## src/ltmf_pkg.sv

```systemverilog
/*
  Package for the LIN transceiver mode and fault control cell: mode
  encodings, chip-mode encodings, SPI command codes and timing counts.
  Assumes a 100 MHz internal clock.
*/
package ltmf_pkg;

  localparam int CLK_MHZ = 100;

  // Times in microseconds; counts derived at the clock rate
  localparam int TX_TIMEOUT_US = 300;
  localparam int BUS_TIMEOUT_US = 300;
  localparam int WAKE_FILTER_US = 30;
  localparam int TX_TIMEOUT_CYC = TX_TIMEOUT_US * CLK_MHZ;
  localparam int BUS_TIMEOUT_CYC = BUS_TIMEOUT_US * CLK_MHZ;
  localparam int WAKE_FILTER_CYC = WAKE_FILTER_US * CLK_MHZ;
  localparam int CNT_W = 16;

  // Wake interrupt register address
  localparam logic [2:0] WAKE_REG_ADDR = 3'h0;

  // Transceiver modes, Gray coded along off-wake-normal-rxonly
  typedef enum logic [2:0] {
    LTMF_OFF = 3'h0,
    LTMF_WAKE = 3'h1,
    LTMF_NORMAL = 3'h3,
    LTMF_RXONLY = 3'h2,
    LTMF_FLASH = 3'h6
  } ltmf_mode_e;

  // Chip modes as seen by the cell
  typedef enum logic [2:0] {
    LTMF_CHIP_INIT = 3'h0,
    LTMF_CHIP_NORMAL = 3'h1,
    LTMF_CHIP_SLEEP = 3'h2,
    LTMF_CHIP_RESTART = 3'h3,
    LTMF_CHIP_STOP = 3'h4,
    LTMF_CHIP_FAILSAFE = 3'h5,
    LTMF_CHIP_FLASH = 3'h6
  } ltmf_chip_e;

  // Transceiver commands carried by the SPI decoder
  localparam logic [2:0] CMD_OFF = 3'h0;
  localparam logic [2:0] CMD_WAKE = 3'h1;
  localparam logic [2:0] CMD_NORMAL = 3'h2;
  localparam logic [2:0] CMD_RXONLY = 3'h3;

endpackage : ltmf_pkg

```

## src/ltmf_cell.sv

```systemverilog
/*
  LIN transceiver mode and fault control cell: mode selection per chip
  mode, slope, bus wake detection, transmit time-out, bus dominant clamp,
  transmit/receive short and over-temperature recovery.
  Assumes synchronous pin inputs and an SPI decoder issuing one-cycle
  command strobes.
*/
`timescale 1ns/100ps
module ltmf_cell (
  // Clock, reset, enable
  input wire logic clk_sys,
  input wire logic rst_n,
  input wire logic clk_en,
  // Chip mode
  input wire logic [2:0] chip_mode,
  // SPI command strobes
  input wire logic cmd_valid,
  input wire logic [2:0] cmd_code,
  input wire logic slope_cmd_valid,
  input wire logic slope_normal_sel,
  input wire logic wake_flag_clear,
  input wire logic bus_fault_clear,
  input wire logic short_fault_clear,
  input wire logic wake_irq_mask,
  input wire logic bus_fault_irq_mask,
  input wire logic [2:0] spi_read_addr,
  // Host pins and bus
  input wire logic txd_in,
  input wire logic lin_bus_line,
  input wire logic over_temp,
  output logic rxd_out,
  output logic int_n,
  // Transceiver controls
  output logic bus_drive_dominant,
  output logic pullup_en,
  output logic slope_normal,
  output logic slope_ctrl_off,
  output logic restart_req,
  // Status to SPI
  output logic [2:0] lin_mode,
  output logic lin_wake_flag,
  output logic bus_fault_flag,
  output logic short_fault_flag,
  output logic tx_timeout_flag,
  output logic [7:0] spi_read_data
);

  ltmf_pkg::ltmf_mode_e mode_r;
  ltmf_pkg::ltmf_mode_e mode_nxt;
  logic slope_r;
  logic wake_flag_r;
  logic wake_rxd_low_r;
  logic wake_lock_r;
  logic bus_fault_r;
  logic short_r;
  logic tx_to_r;
  logic ot_block_r;
  logic txd_prev_r;
  logic bus_prev_r;
  logic wake_armed_r;
  logic [7:0] read_data_r;
  logic rxd_r;
  logic drive_r;
  logic int_n_r;
  logic tx_expired;
  logic bus_expired;
  logic wake_filtered;
  logic wake_event;
  logic cmd_normal;
  logic fault_any;
  logic tx_allowed;

  assign cmd_normal = cmd_valid && (cmd_code == ltmf_pkg::CMD_NORMAL);

  ////////////////////////////////////////////////////////////////////////
  // Timers

  ltmf_timer #(.LIMIT(ltmf_pkg::TX_TIMEOUT_CYC)) u_tx_timer (
    .clk_sys(clk_sys),
    .rst_n(rst_n),
    .clk_en(clk_en),
    .level_active(!txd_in && (mode_r == ltmf_pkg::LTMF_NORMAL)),
    .expired(tx_expired)
  );

  ltmf_timer #(.LIMIT(ltmf_pkg::BUS_TIMEOUT_CYC)) u_bus_timer (
    .clk_sys(clk_sys),
    .rst_n(rst_n),
    .clk_en(clk_en),
    .level_active(!lin_bus_line && (mode_r == ltmf_pkg::LTMF_NORMAL)),
    .expired(bus_expired)
  );

  ltmf_timer #(.LIMIT(ltmf_pkg::WAKE_FILTER_CYC)) u_wake_timer (
    .clk_sys(clk_sys),
    .rst_n(rst_n),
    .clk_en(clk_en),
    .level_active(!lin_bus_line && (mode_r == ltmf_pkg::LTMF_WAKE)),
    .expired(wake_filtered)
  );

  ////////////////////////////////////////////////////////////////////////
  // Wake detection

  always_ff @(posedge clk_sys) begin
    if (!rst_n) begin
      wake_armed_r <= 1'b0;
      bus_prev_r <= 1'b1;
    end else if (clk_en) begin
      bus_prev_r <= lin_bus_line;
      if (wake_filtered) begin
        wake_armed_r <= 1'b1;
      end else if (mode_r != ltmf_pkg::LTMF_WAKE || lin_bus_line) begin
        wake_armed_r <= 1'b0;
      end
    end
  end

  // locked after a wake until re-armed by host
  assign wake_event = (mode_r == ltmf_pkg::LTMF_WAKE) && wake_armed_r &&
                      !bus_prev_r && lin_bus_line && !wake_lock_r;

  ////////////////////////////////////////////////////////////////////////
  // Mode selection

  always_comb begin
    mode_nxt = mode_r;
    case (chip_mode)
      ltmf_pkg::LTMF_CHIP_INIT: begin
        mode_nxt = ltmf_pkg::LTMF_OFF;
      end
      ltmf_pkg::LTMF_CHIP_FAILSAFE: begin
        mode_nxt = ltmf_pkg::LTMF_WAKE;
      end
      ltmf_pkg::LTMF_CHIP_FLASH: begin
        // flash chip mode selects flash transceiver mode
        mode_nxt = ltmf_pkg::LTMF_FLASH;
      end
      ltmf_pkg::LTMF_CHIP_NORMAL: begin
        if (cmd_valid) begin
          case (cmd_code)
            ltmf_pkg::CMD_OFF: mode_nxt = ltmf_pkg::LTMF_OFF;
            ltmf_pkg::CMD_WAKE: mode_nxt = wake_lock_r ? mode_r :
                                           ltmf_pkg::LTMF_WAKE;
            ltmf_pkg::CMD_NORMAL: mode_nxt = ltmf_pkg::LTMF_NORMAL;
            ltmf_pkg::CMD_RXONLY: mode_nxt = ltmf_pkg::LTMF_RXONLY;
            default: mode_nxt = mode_r;
          endcase
        end else if (mode_r == ltmf_pkg::LTMF_FLASH) begin
          mode_nxt = ltmf_pkg::LTMF_NORMAL;
        end
        if (fault_any && !cmd_normal &&
            mode_nxt == ltmf_pkg::LTMF_NORMAL) begin
          mode_nxt = ltmf_pkg::LTMF_RXONLY;
        end
      end
      ltmf_pkg::LTMF_CHIP_SLEEP, ltmf_pkg::LTMF_CHIP_RESTART,
      ltmf_pkg::LTMF_CHIP_STOP: begin
        if (cmd_valid && cmd_code == ltmf_pkg::CMD_OFF &&
            chip_mode != ltmf_pkg::LTMF_CHIP_RESTART) begin
          mode_nxt = ltmf_pkg::LTMF_OFF;
        end else if (cmd_valid && cmd_code == ltmf_pkg::CMD_WAKE &&
                     !wake_lock_r) begin
          mode_nxt = ltmf_pkg::LTMF_WAKE;
        end
        if (mode_nxt != ltmf_pkg::LTMF_OFF &&
            mode_nxt != ltmf_pkg::LTMF_WAKE) begin
          mode_nxt = ltmf_pkg::LTMF_OFF;
        end
      end
      default: mode_nxt = mode_r;
    endcase
  end

  always_ff @(posedge clk_sys) begin
    if (!rst_n) begin
      mode_r <= ltmf_pkg::LTMF_OFF;
    end else if (clk_en) begin
      mode_r <= mode_nxt;
    end
  end

  // wake lock cleared by normal, receive-only or off
  always_ff @(posedge clk_sys) begin
    if (!rst_n) begin
      wake_lock_r <= 1'b0;
    end else if (clk_en) begin
      if (wake_event) begin
        wake_lock_r <= 1'b1;
      end else if (mode_r == ltmf_pkg::LTMF_NORMAL ||
                   mode_r == ltmf_pkg::LTMF_RXONLY ||
                   mode_r == ltmf_pkg::LTMF_OFF) begin
        wake_lock_r <= 1'b0;
      end
    end
  end

  ////////////////////////////////////////////////////////////////////////
  // Slope

  // shared slope, low by default, normal chip mode only
  always_ff @(posedge clk_sys) begin
    if (!rst_n) begin
      slope_r <= 1'b0;
    end else if (clk_en) begin
      if (slope_cmd_valid && chip_mode == ltmf_pkg::LTMF_CHIP_NORMAL) begin
        slope_r <= slope_normal_sel;
      end
    end
  end

  ////////////////////////////////////////////////////////////////////////
  // Wake flags

  // flag set wins over clear; receive pulled low
  always_ff @(posedge clk_sys) begin
    if (!rst_n) begin
      wake_flag_r <= 1'b0;
      wake_rxd_low_r <= 1'b0;
    end else if (clk_en) begin
      if (wake_event) begin
        wake_flag_r <= 1'b1;
      end else if (wake_flag_clear) begin
        wake_flag_r <= 1'b0;
      end
      if (wake_event) begin
        wake_rxd_low_r <= 1'b1;
      end else if (mode_r != ltmf_pkg::LTMF_WAKE) begin
        wake_rxd_low_r <= 1'b0;
      end
    end
  end

  ////////////////////////////////////////////////////////////////////////
  // Faults

  always_ff @(posedge clk_sys) begin
    if (!rst_n) begin
      tx_to_r <= 1'b0;
      bus_fault_r <= 1'b0;
      short_r <= 1'b0;
    end else if (clk_en) begin
      if (tx_expired) begin
        tx_to_r <= 1'b1;
      end else if (cmd_normal) begin
        tx_to_r <= 1'b0;
      end
      if (bus_expired) begin
        bus_fault_r <= 1'b1;
      end else if (bus_fault_clear || cmd_normal) begin
        bus_fault_r <= 1'b0;
      end
      // receive low on a settled recessive bus; skips receive lag
      if (!drive_r && !txd_in && !rxd_r && lin_bus_line && bus_prev_r) begin
        short_r <= 1'b1;
      end else if (short_fault_clear || cmd_normal) begin
        short_r <= 1'b0;
      end
    end
  end

  // over-temperature block, released on transmit rising edge
  always_ff @(posedge clk_sys) begin
    if (!rst_n) begin
      ot_block_r <= 1'b0;
      txd_prev_r <= 1'b1;
    end else if (clk_en) begin
      txd_prev_r <= txd_in;
      if (over_temp) begin
        ot_block_r <= 1'b1;
      end else if (!txd_prev_r && txd_in) begin
        ot_block_r <= 1'b0;
      end
    end
  end

  assign fault_any = tx_to_r || bus_fault_r || short_r;

  assign tx_allowed = (mode_r == ltmf_pkg::LTMF_NORMAL ||
                       mode_r == ltmf_pkg::LTMF_FLASH) &&
                      !fault_any && !ot_block_r && !over_temp;

  ////////////////////////////////////////////////////////////////////////
  // Pin outputs

  always_ff @(posedge clk_sys) begin
    if (!rst_n) begin
      drive_r <= 1'b0;
      rxd_r <= 1'b1;
      int_n_r <= 1'b1;
    end else if (clk_en) begin
      drive_r <= tx_allowed && !txd_in;
      if (wake_rxd_low_r || wake_event) begin
        rxd_r <= 1'b0;
      end else if (mode_r == ltmf_pkg::LTMF_OFF ||
                   mode_r == ltmf_pkg::LTMF_WAKE) begin
        rxd_r <= 1'b1;
      end else begin
        rxd_r <= lin_bus_line;
      end
      // interrupt unless masked; no wake interrupt from sleep or restart
      int_n_r <= !((wake_flag_r && !wake_irq_mask &&
                    (chip_mode == ltmf_pkg::LTMF_CHIP_STOP ||
                     chip_mode == ltmf_pkg::LTMF_CHIP_NORMAL)) ||
                   (bus_fault_r && !bus_fault_irq_mask));
    end
  end

  always_ff @(posedge clk_sys) begin
    if (!rst_n) begin
      read_data_r <= 8'h00;
    end else if (clk_en) begin
      if (spi_read_addr == ltmf_pkg::WAKE_REG_ADDR) begin
        read_data_r <= {7'h00, wake_flag_r};
      end else begin
        read_data_r <= 8'h00;
      end
    end
  end

  assign rxd_out = rxd_r;
  assign int_n = int_n_r;
  assign bus_drive_dominant = drive_r;
  // pull-up off in wake and off modes
  assign pullup_en = (mode_r != ltmf_pkg::LTMF_OFF) &&
                     (mode_r != ltmf_pkg::LTMF_WAKE);
  assign slope_normal = slope_r;
  assign slope_ctrl_off = (mode_r == ltmf_pkg::LTMF_FLASH);
  // restart only from sleep; stop stays
  assign restart_req = wake_event && (chip_mode == ltmf_pkg::LTMF_CHIP_SLEEP);
  assign lin_mode = mode_r;
  assign lin_wake_flag = wake_flag_r;
  assign bus_fault_flag = bus_fault_r;
  assign short_fault_flag = short_r;
  assign tx_timeout_flag = tx_to_r;
  assign spi_read_data = read_data_r;

endmodule : ltmf_cell

```

## src/ltmf_timer.sv

```systemverilog
/*
  Level duration timer: counts cycles while a level is active and
  flags when the count reaches the limit, where it holds. Restarts on the opposite level.
  Assumes a synchronous active-low reset and a clock enable.
*/
`timescale 1ns/100ps
module ltmf_timer #(
  parameter int LIMIT = 100
) (
  // Clock and reset
  input wire logic clk_sys,
  input wire logic rst_n,
  input wire logic clk_en,
  // Level in, expiry out
  input wire logic level_active,
  output logic expired
);

  logic [ltmf_pkg::CNT_W-1:0] count_r;

  always_ff @(posedge clk_sys) begin
    if (!rst_n) begin
      count_r <= '0;
    end else if (clk_en) begin
      if (!level_active) begin
        count_r <= '0;
      end else if (count_r != ltmf_pkg::CNT_W'(LIMIT)) begin
        count_r <= count_r + 1'b1;
      end
    end
  end

  assign expired = level_active && (count_r == ltmf_pkg::CNT_W'(LIMIT));

endmodule : ltmf_timer

```

## config.mk

```make
export PLATFORM = sky130hd
export DESIGN_NAME = ltmf_cell
export DESIGN_NICKNAME = d
export VERILOG_FILES = /design/src/ltmf_pkg.sv /design/src/ltmf_cell.sv /design/src/ltmf_timer.sv
export SDC_FILE = /design/constraint.sdc
export NUM_CORES = 1
export LEC_CHECK = 0
export BUFFER_PORTS_ARGS = -buffer_cell sky130_fd_sc_hd__clkbuf_2
export CAP_MARGIN = 20
export CORE_AREA = 4 4 121 123
export DETAILED_ROUTE_END_ITERATION = 7
export DIE_AREA = 0 0 125 127
export PLACE_DENSITY = 0.5
export SLEW_MARGIN = 10
export SYNTH_ARGS = -nofsm -noshare
export SYNTH_HDL_FRONTEND = slang
export SYNTH_SLANG_ARGS = --single-unit
```

## constraint.sdc

```tcl
create_clock -name clk_sys -period 2.1 [get_ports clk_sys]
set_clock_uncertainty 0.1 [all_clocks]
set_input_delay 0.42 -clock clk_sys [delete_from_list [all_inputs] [get_ports clk_sys]]
set_output_delay 0.42 -clock clk_sys [all_outputs]
set_load 0.005 [all_outputs]
```

==> summary.txt <==
Outcome
  • Run status: complete, no violations

GRT
  • Pin count of the biggest net entering global routing: 16
  • Overall fraction of global-route tracks in use: 0.1091
  • Number of global-route vias before repair: approximately 3,000
  • Antenna violations before repair: 0
  • Wire length of the first global-routing pass: between 10,000 and 15,000 µm
  • Grt total ovfl: 0

Timing
  • Maximum clock frequency: a little over 500 MHz
  • Finish-stage setup viols: 0
  • Least setup slack across all paths after layout: between 100 and 150 ps
  • Final-report max-slew violation count: 0
  • Setup TNS: 0 ps
  • Hold violation count in the final report: 0
  • Max-Slew Margin vs Limit: 0.6421
  • Ratio of final minimum period to clock period: 0.9460
  • Unrepaired setup endpoints after global routing: no
  • Shortest period the worst path allows: ~2000 ps
  • Slew of the pin with the lowest slew margin: approximately 530 ps

Floorplanning
  • Count of boundary I/O pins: between 40 and 50
  • Chip Width: ~130 µm
  • Die area: between 0.015 and 0.02 mm²
  • Height of the die: 127 µm
  • Row Count: 43
  • Std-Cell Core Area: ~0.014 mm²
  • Effective utilization at floorplan: 0.2457

Synth
  • Proportion of netlist area held by the largest area contributor: 0.3934
  • Post-synth top area cell: sky130_fd_sc_hd__dfxtp_1
  • Leading post-synthesis cells by cell area: sky130_fd_sc_hd__dfxtp_1, sky130_fd_sc_hd__nor2_1, sky130_fd_sc_hd__xor2_1, sky130_fd_sc_hd__nand2_1, sky130_fd_sc_hd__nand4_1
  • Most used standard cell by instance count after synthesis: sky130_fd_sc_hd__dfxtp_1
  • Cell Area, Synth: between 0.003 and 0.004 mm²
  • Fraction of registers with async set/reset: 0
  • Count of yosys warnings during synthesis: 0
  • Top cells by count, synth: sky130_fd_sc_hd__dfxtp_1, sky130_fd_sc_hd__nor2_1, sky130_fd_sc_hd__nand2_1, sky130_fd_sc_hd__xor2_1
  • Number of distinct library cell variants in the gate-level netlist after synthesis: 56
  • Syn Area/Cell: around 8.2 µm²
  • Synthesis-stage register bit count: 66
  • Fraction of the yosys area taken by sequential cells: 0.3934
  • Synth Instances: roughly 400
  • Number of flops mapped to enable cells by yosys: 0
  • Top FF cell, synth: sky130_fd_sc_hd__dfxtp_1

Detailed routing
  • Routed via count: between 3,000 and 4,000
  • Final routed wire length divided by cell count: 13.05 µm
  • DR vias/cell: ~4.7
  • Final routed DRC violation total: 0
  • Number of design-rule violations left by the first detailed-router iteration: around 160
  • Pre-antenna DRT Iters: 4
  • Routed wire length: 8471 µm
  • Antenna violation net count after detailed routing: 0

Critical path
  • Worst Setup End Kind: output pin
  • Reg2reg setup slack: approximately 150 ps
  • Crit path arrival time: 1470 ps
  • Worst Setup Path Type: flop to output pin
  • Cells on worst reg2reg path: 5
  • Setup crit start kind: flop
  • Reg2Reg Launch Point: lin_mode[2]
  • WP data required: ~1600 ps
  • Endpoint of the most critical register-to-register path: u_bus_timer.count_r[11]
  • Crit path max fanout: 10

Pwr
  • Combinational share of power: 0.060
  • Power dissipated by switching net loads: between 0.6 and 0.7 mW
  • Leakage power: 1.492 nW
  • Net Sw Frac: 0.2228
  • Maximum vdd drop: 0.3337 mV
  • Clock network fraction of total power: 0.493
  • Power per cell area: 689.5 mW/mm²
  • Portion of total power attributed to sequential cells: 0.446
  • Internal cell power: 2.224 mW

Final layout
  • # fillers: approximately 1,400
  • Area added between synthesis and finish: 23.58%
  • Layout cell share with drive strength beyond 1: 0.1876
  • Storage cell area: between 0.001 and 0.0015 mm²
  • Area taken by multi-input logic gates: 0.001886 mm²
  • Antenna diode instance count: 0
  • Post-layout nets: between 400 and 500

Clock network
  • H-tree level count: 3
  • Deepest clock path buffer count: 2
  • Source-to-sink clock delay at the later pin of the worst-skew pair: about 330 ps
  • CTS Buf Count: 9
  • CTS tree: yes
  • Clock-pin slew on the worst setup and hold paths: 50 ps
  • Number of sinks handled by clock tree synthesis: 66
  • Setup repair bufs after CTS: 0
  • Clock tree root driver cell: sky130_fd_sc_hd__clkbuf_16

Worst hold path
  • Hold depth: 3
  • Worst-case hold path end point: slope_normal
  • Tightest Hold Check Type: input port to flop
  • Hold wc startpoint: slope_normal_sel

Placed design
  • # port buffers: 37
  • Half-perimeter wire length of the detailed placement result: 6279 µm
  • Final GP Congestion: ~0.80
  • Worst slack, placed: ~83 ps

Run
  • # Max-Cap Violations: 0
-- state kept, by name, indices dropped and copies added (netlist names) --
name                  flops
int_n                     1
bus_prev_r                1
slope_normal              1
lin_mode                  3
wake_armed_r              1
bus_fault_flag            1
rxd_out                   1
spi_read_data             1
wake_rxd_low_r            1
u_bus_timer.count_r      16
lin_wake_flag             1
tx_timeout_flag           1
u_wake_timer.count_r     16
u_tx_timer.count_r       16
bus_drive_dominant        1
ot_block_r                1
txd_prev_r                1
wake_lock_r               1
short_fault_flag          1
-- logic make-up (layout without fill, tap and decap cells) --
| logic type | count (synthesis) | after routing | synth area share |
|---|---|---|---|
| muxes | 5 | 5 | 0.01528 |
| AOI/OAI and AO/OA | 63 | 63 | 0.1207 |
| other | 1 | 7 | 0.001117 |
| DFF | 66 | 66 | 0.3934 |
| xor gates and xnor gates | 36 | 36 | 0.09389 |
| and+or+nand+nor | 192 | 192 | 0.2988 |
| buffers and inverters | 41 | 94 | 0.05439 |
| adders and majority gates | 6 | 6 | 0.02235 |
-- routing by layer --
layer / part of all wire / global-route usage
met5: 0 / 0
met1: 0.47 / 0.1354
met2: 0.47 / 0.1746
met4: 0.015 / 0.05102
met3: 0.044 / 0.03261
-- how the worst max path moves through the flow --
stage,startpoint,end
3_5_place_dp,u_tx_timer.count_r[0],u_tx_timer.count_r[1]
5_1_grt,lin_mode[1],u_bus_timer.count_r[15]
6_report,lin_mode[2],slope_ctrl_off
2_1_floorplan,cmd_code[2],lin_mode[0]
3_3_place_gp,txd_in,u_tx_timer.count_r[1]
4_1_cts,lin_mode[2],restart_req
-- worst max-delay path, cell delays in order, from the launching register on --
cell	delay [ps]
sky130_fd_sc_hd__dfxtp_1	550
sky130_fd_sc_hd__inv_1	160
sky130_fd_sc_hd__nor3_1	270
sky130_fd_sc_hd__clkbuf_2	160
-- layout make-up --
| cell class | count | area share |
|---|---|---|
| Multi-Input combinational cell | 309 | 0.4543 |
| Sequential cell | 66 | 0.3184 |
| Clock inverter | 2 | 0.002412 |
| Inverter | 19 | 0.01718 |
| Tap cell | 180 | 0.05427 |
| Timing Repair Buffer | 59 | 0.08743 |
| Clock buffer | 14 | 0.06602 |
-- timing repair --
| item | in CTS | in global routing |
|---|---|---|
| endpoints found under the setup margin | 0 | 2 |
| hold buffers | 0 | 0 |
| gates resized for setup | 0 | 3 |
-- power by group through the flow --
stage / Clock [mW] / Sequential (mW) / Combinational, mW
after floorplan: 0 / 1.30 / 0.103
after global placement: 0 / 1.30 / 0.171
after detailed placement: 0 / 1.30 / 0.173
after CTS: 1.45 / 1.28 / 0.174
after global routing: 1.52 / 1.28 / 0.192
final: 1.41 / 1.28 / 0.172
-- stage by stage --
step | std cells | hold WS, ps | area (µm²) | power, mW | utilization
after floorplan | 416 | 331.2 | 3381 | 1.400 | -
after global placement | 633 | 348.2 | 3857 | 1.474 | 0.2823
after detailed placement | 633 | 371.1 | 3857 | 1.476 | 0.2823
after CTS | 649 | 220.2 | 4141 | 2.900 | 0.3031
after global routing | 649 | 272.3 | 4150 | 2.985 | 0.3037
final | 649 | 232.0 | 4150 | 2.862 | 0.3037
-- cell usage in the layout, fill, tap and decap left out, drive strengths merged, types with 3 or more instances in the layout --
cell / instances
nor3: 13
or3: 8
a31oi: 5
nor4bb: 3
xnor2: 12
and3: 7
nor4: 6
clkbuf: 51
nand2: 35
o211ai: 4
conb: 7
o21ai: 18
clkinv: 3
a21oi: 17
nand3b: 3
inv: 18
nand3: 16
nand4b: 3
xor2: 24
nor3b: 5
nand4: 19
dfxtp: 66
mux2i: 4
o2111ai: 3
nor2: 58
buf: 22
ha: 6
Power figures use the tool's default switching activity.
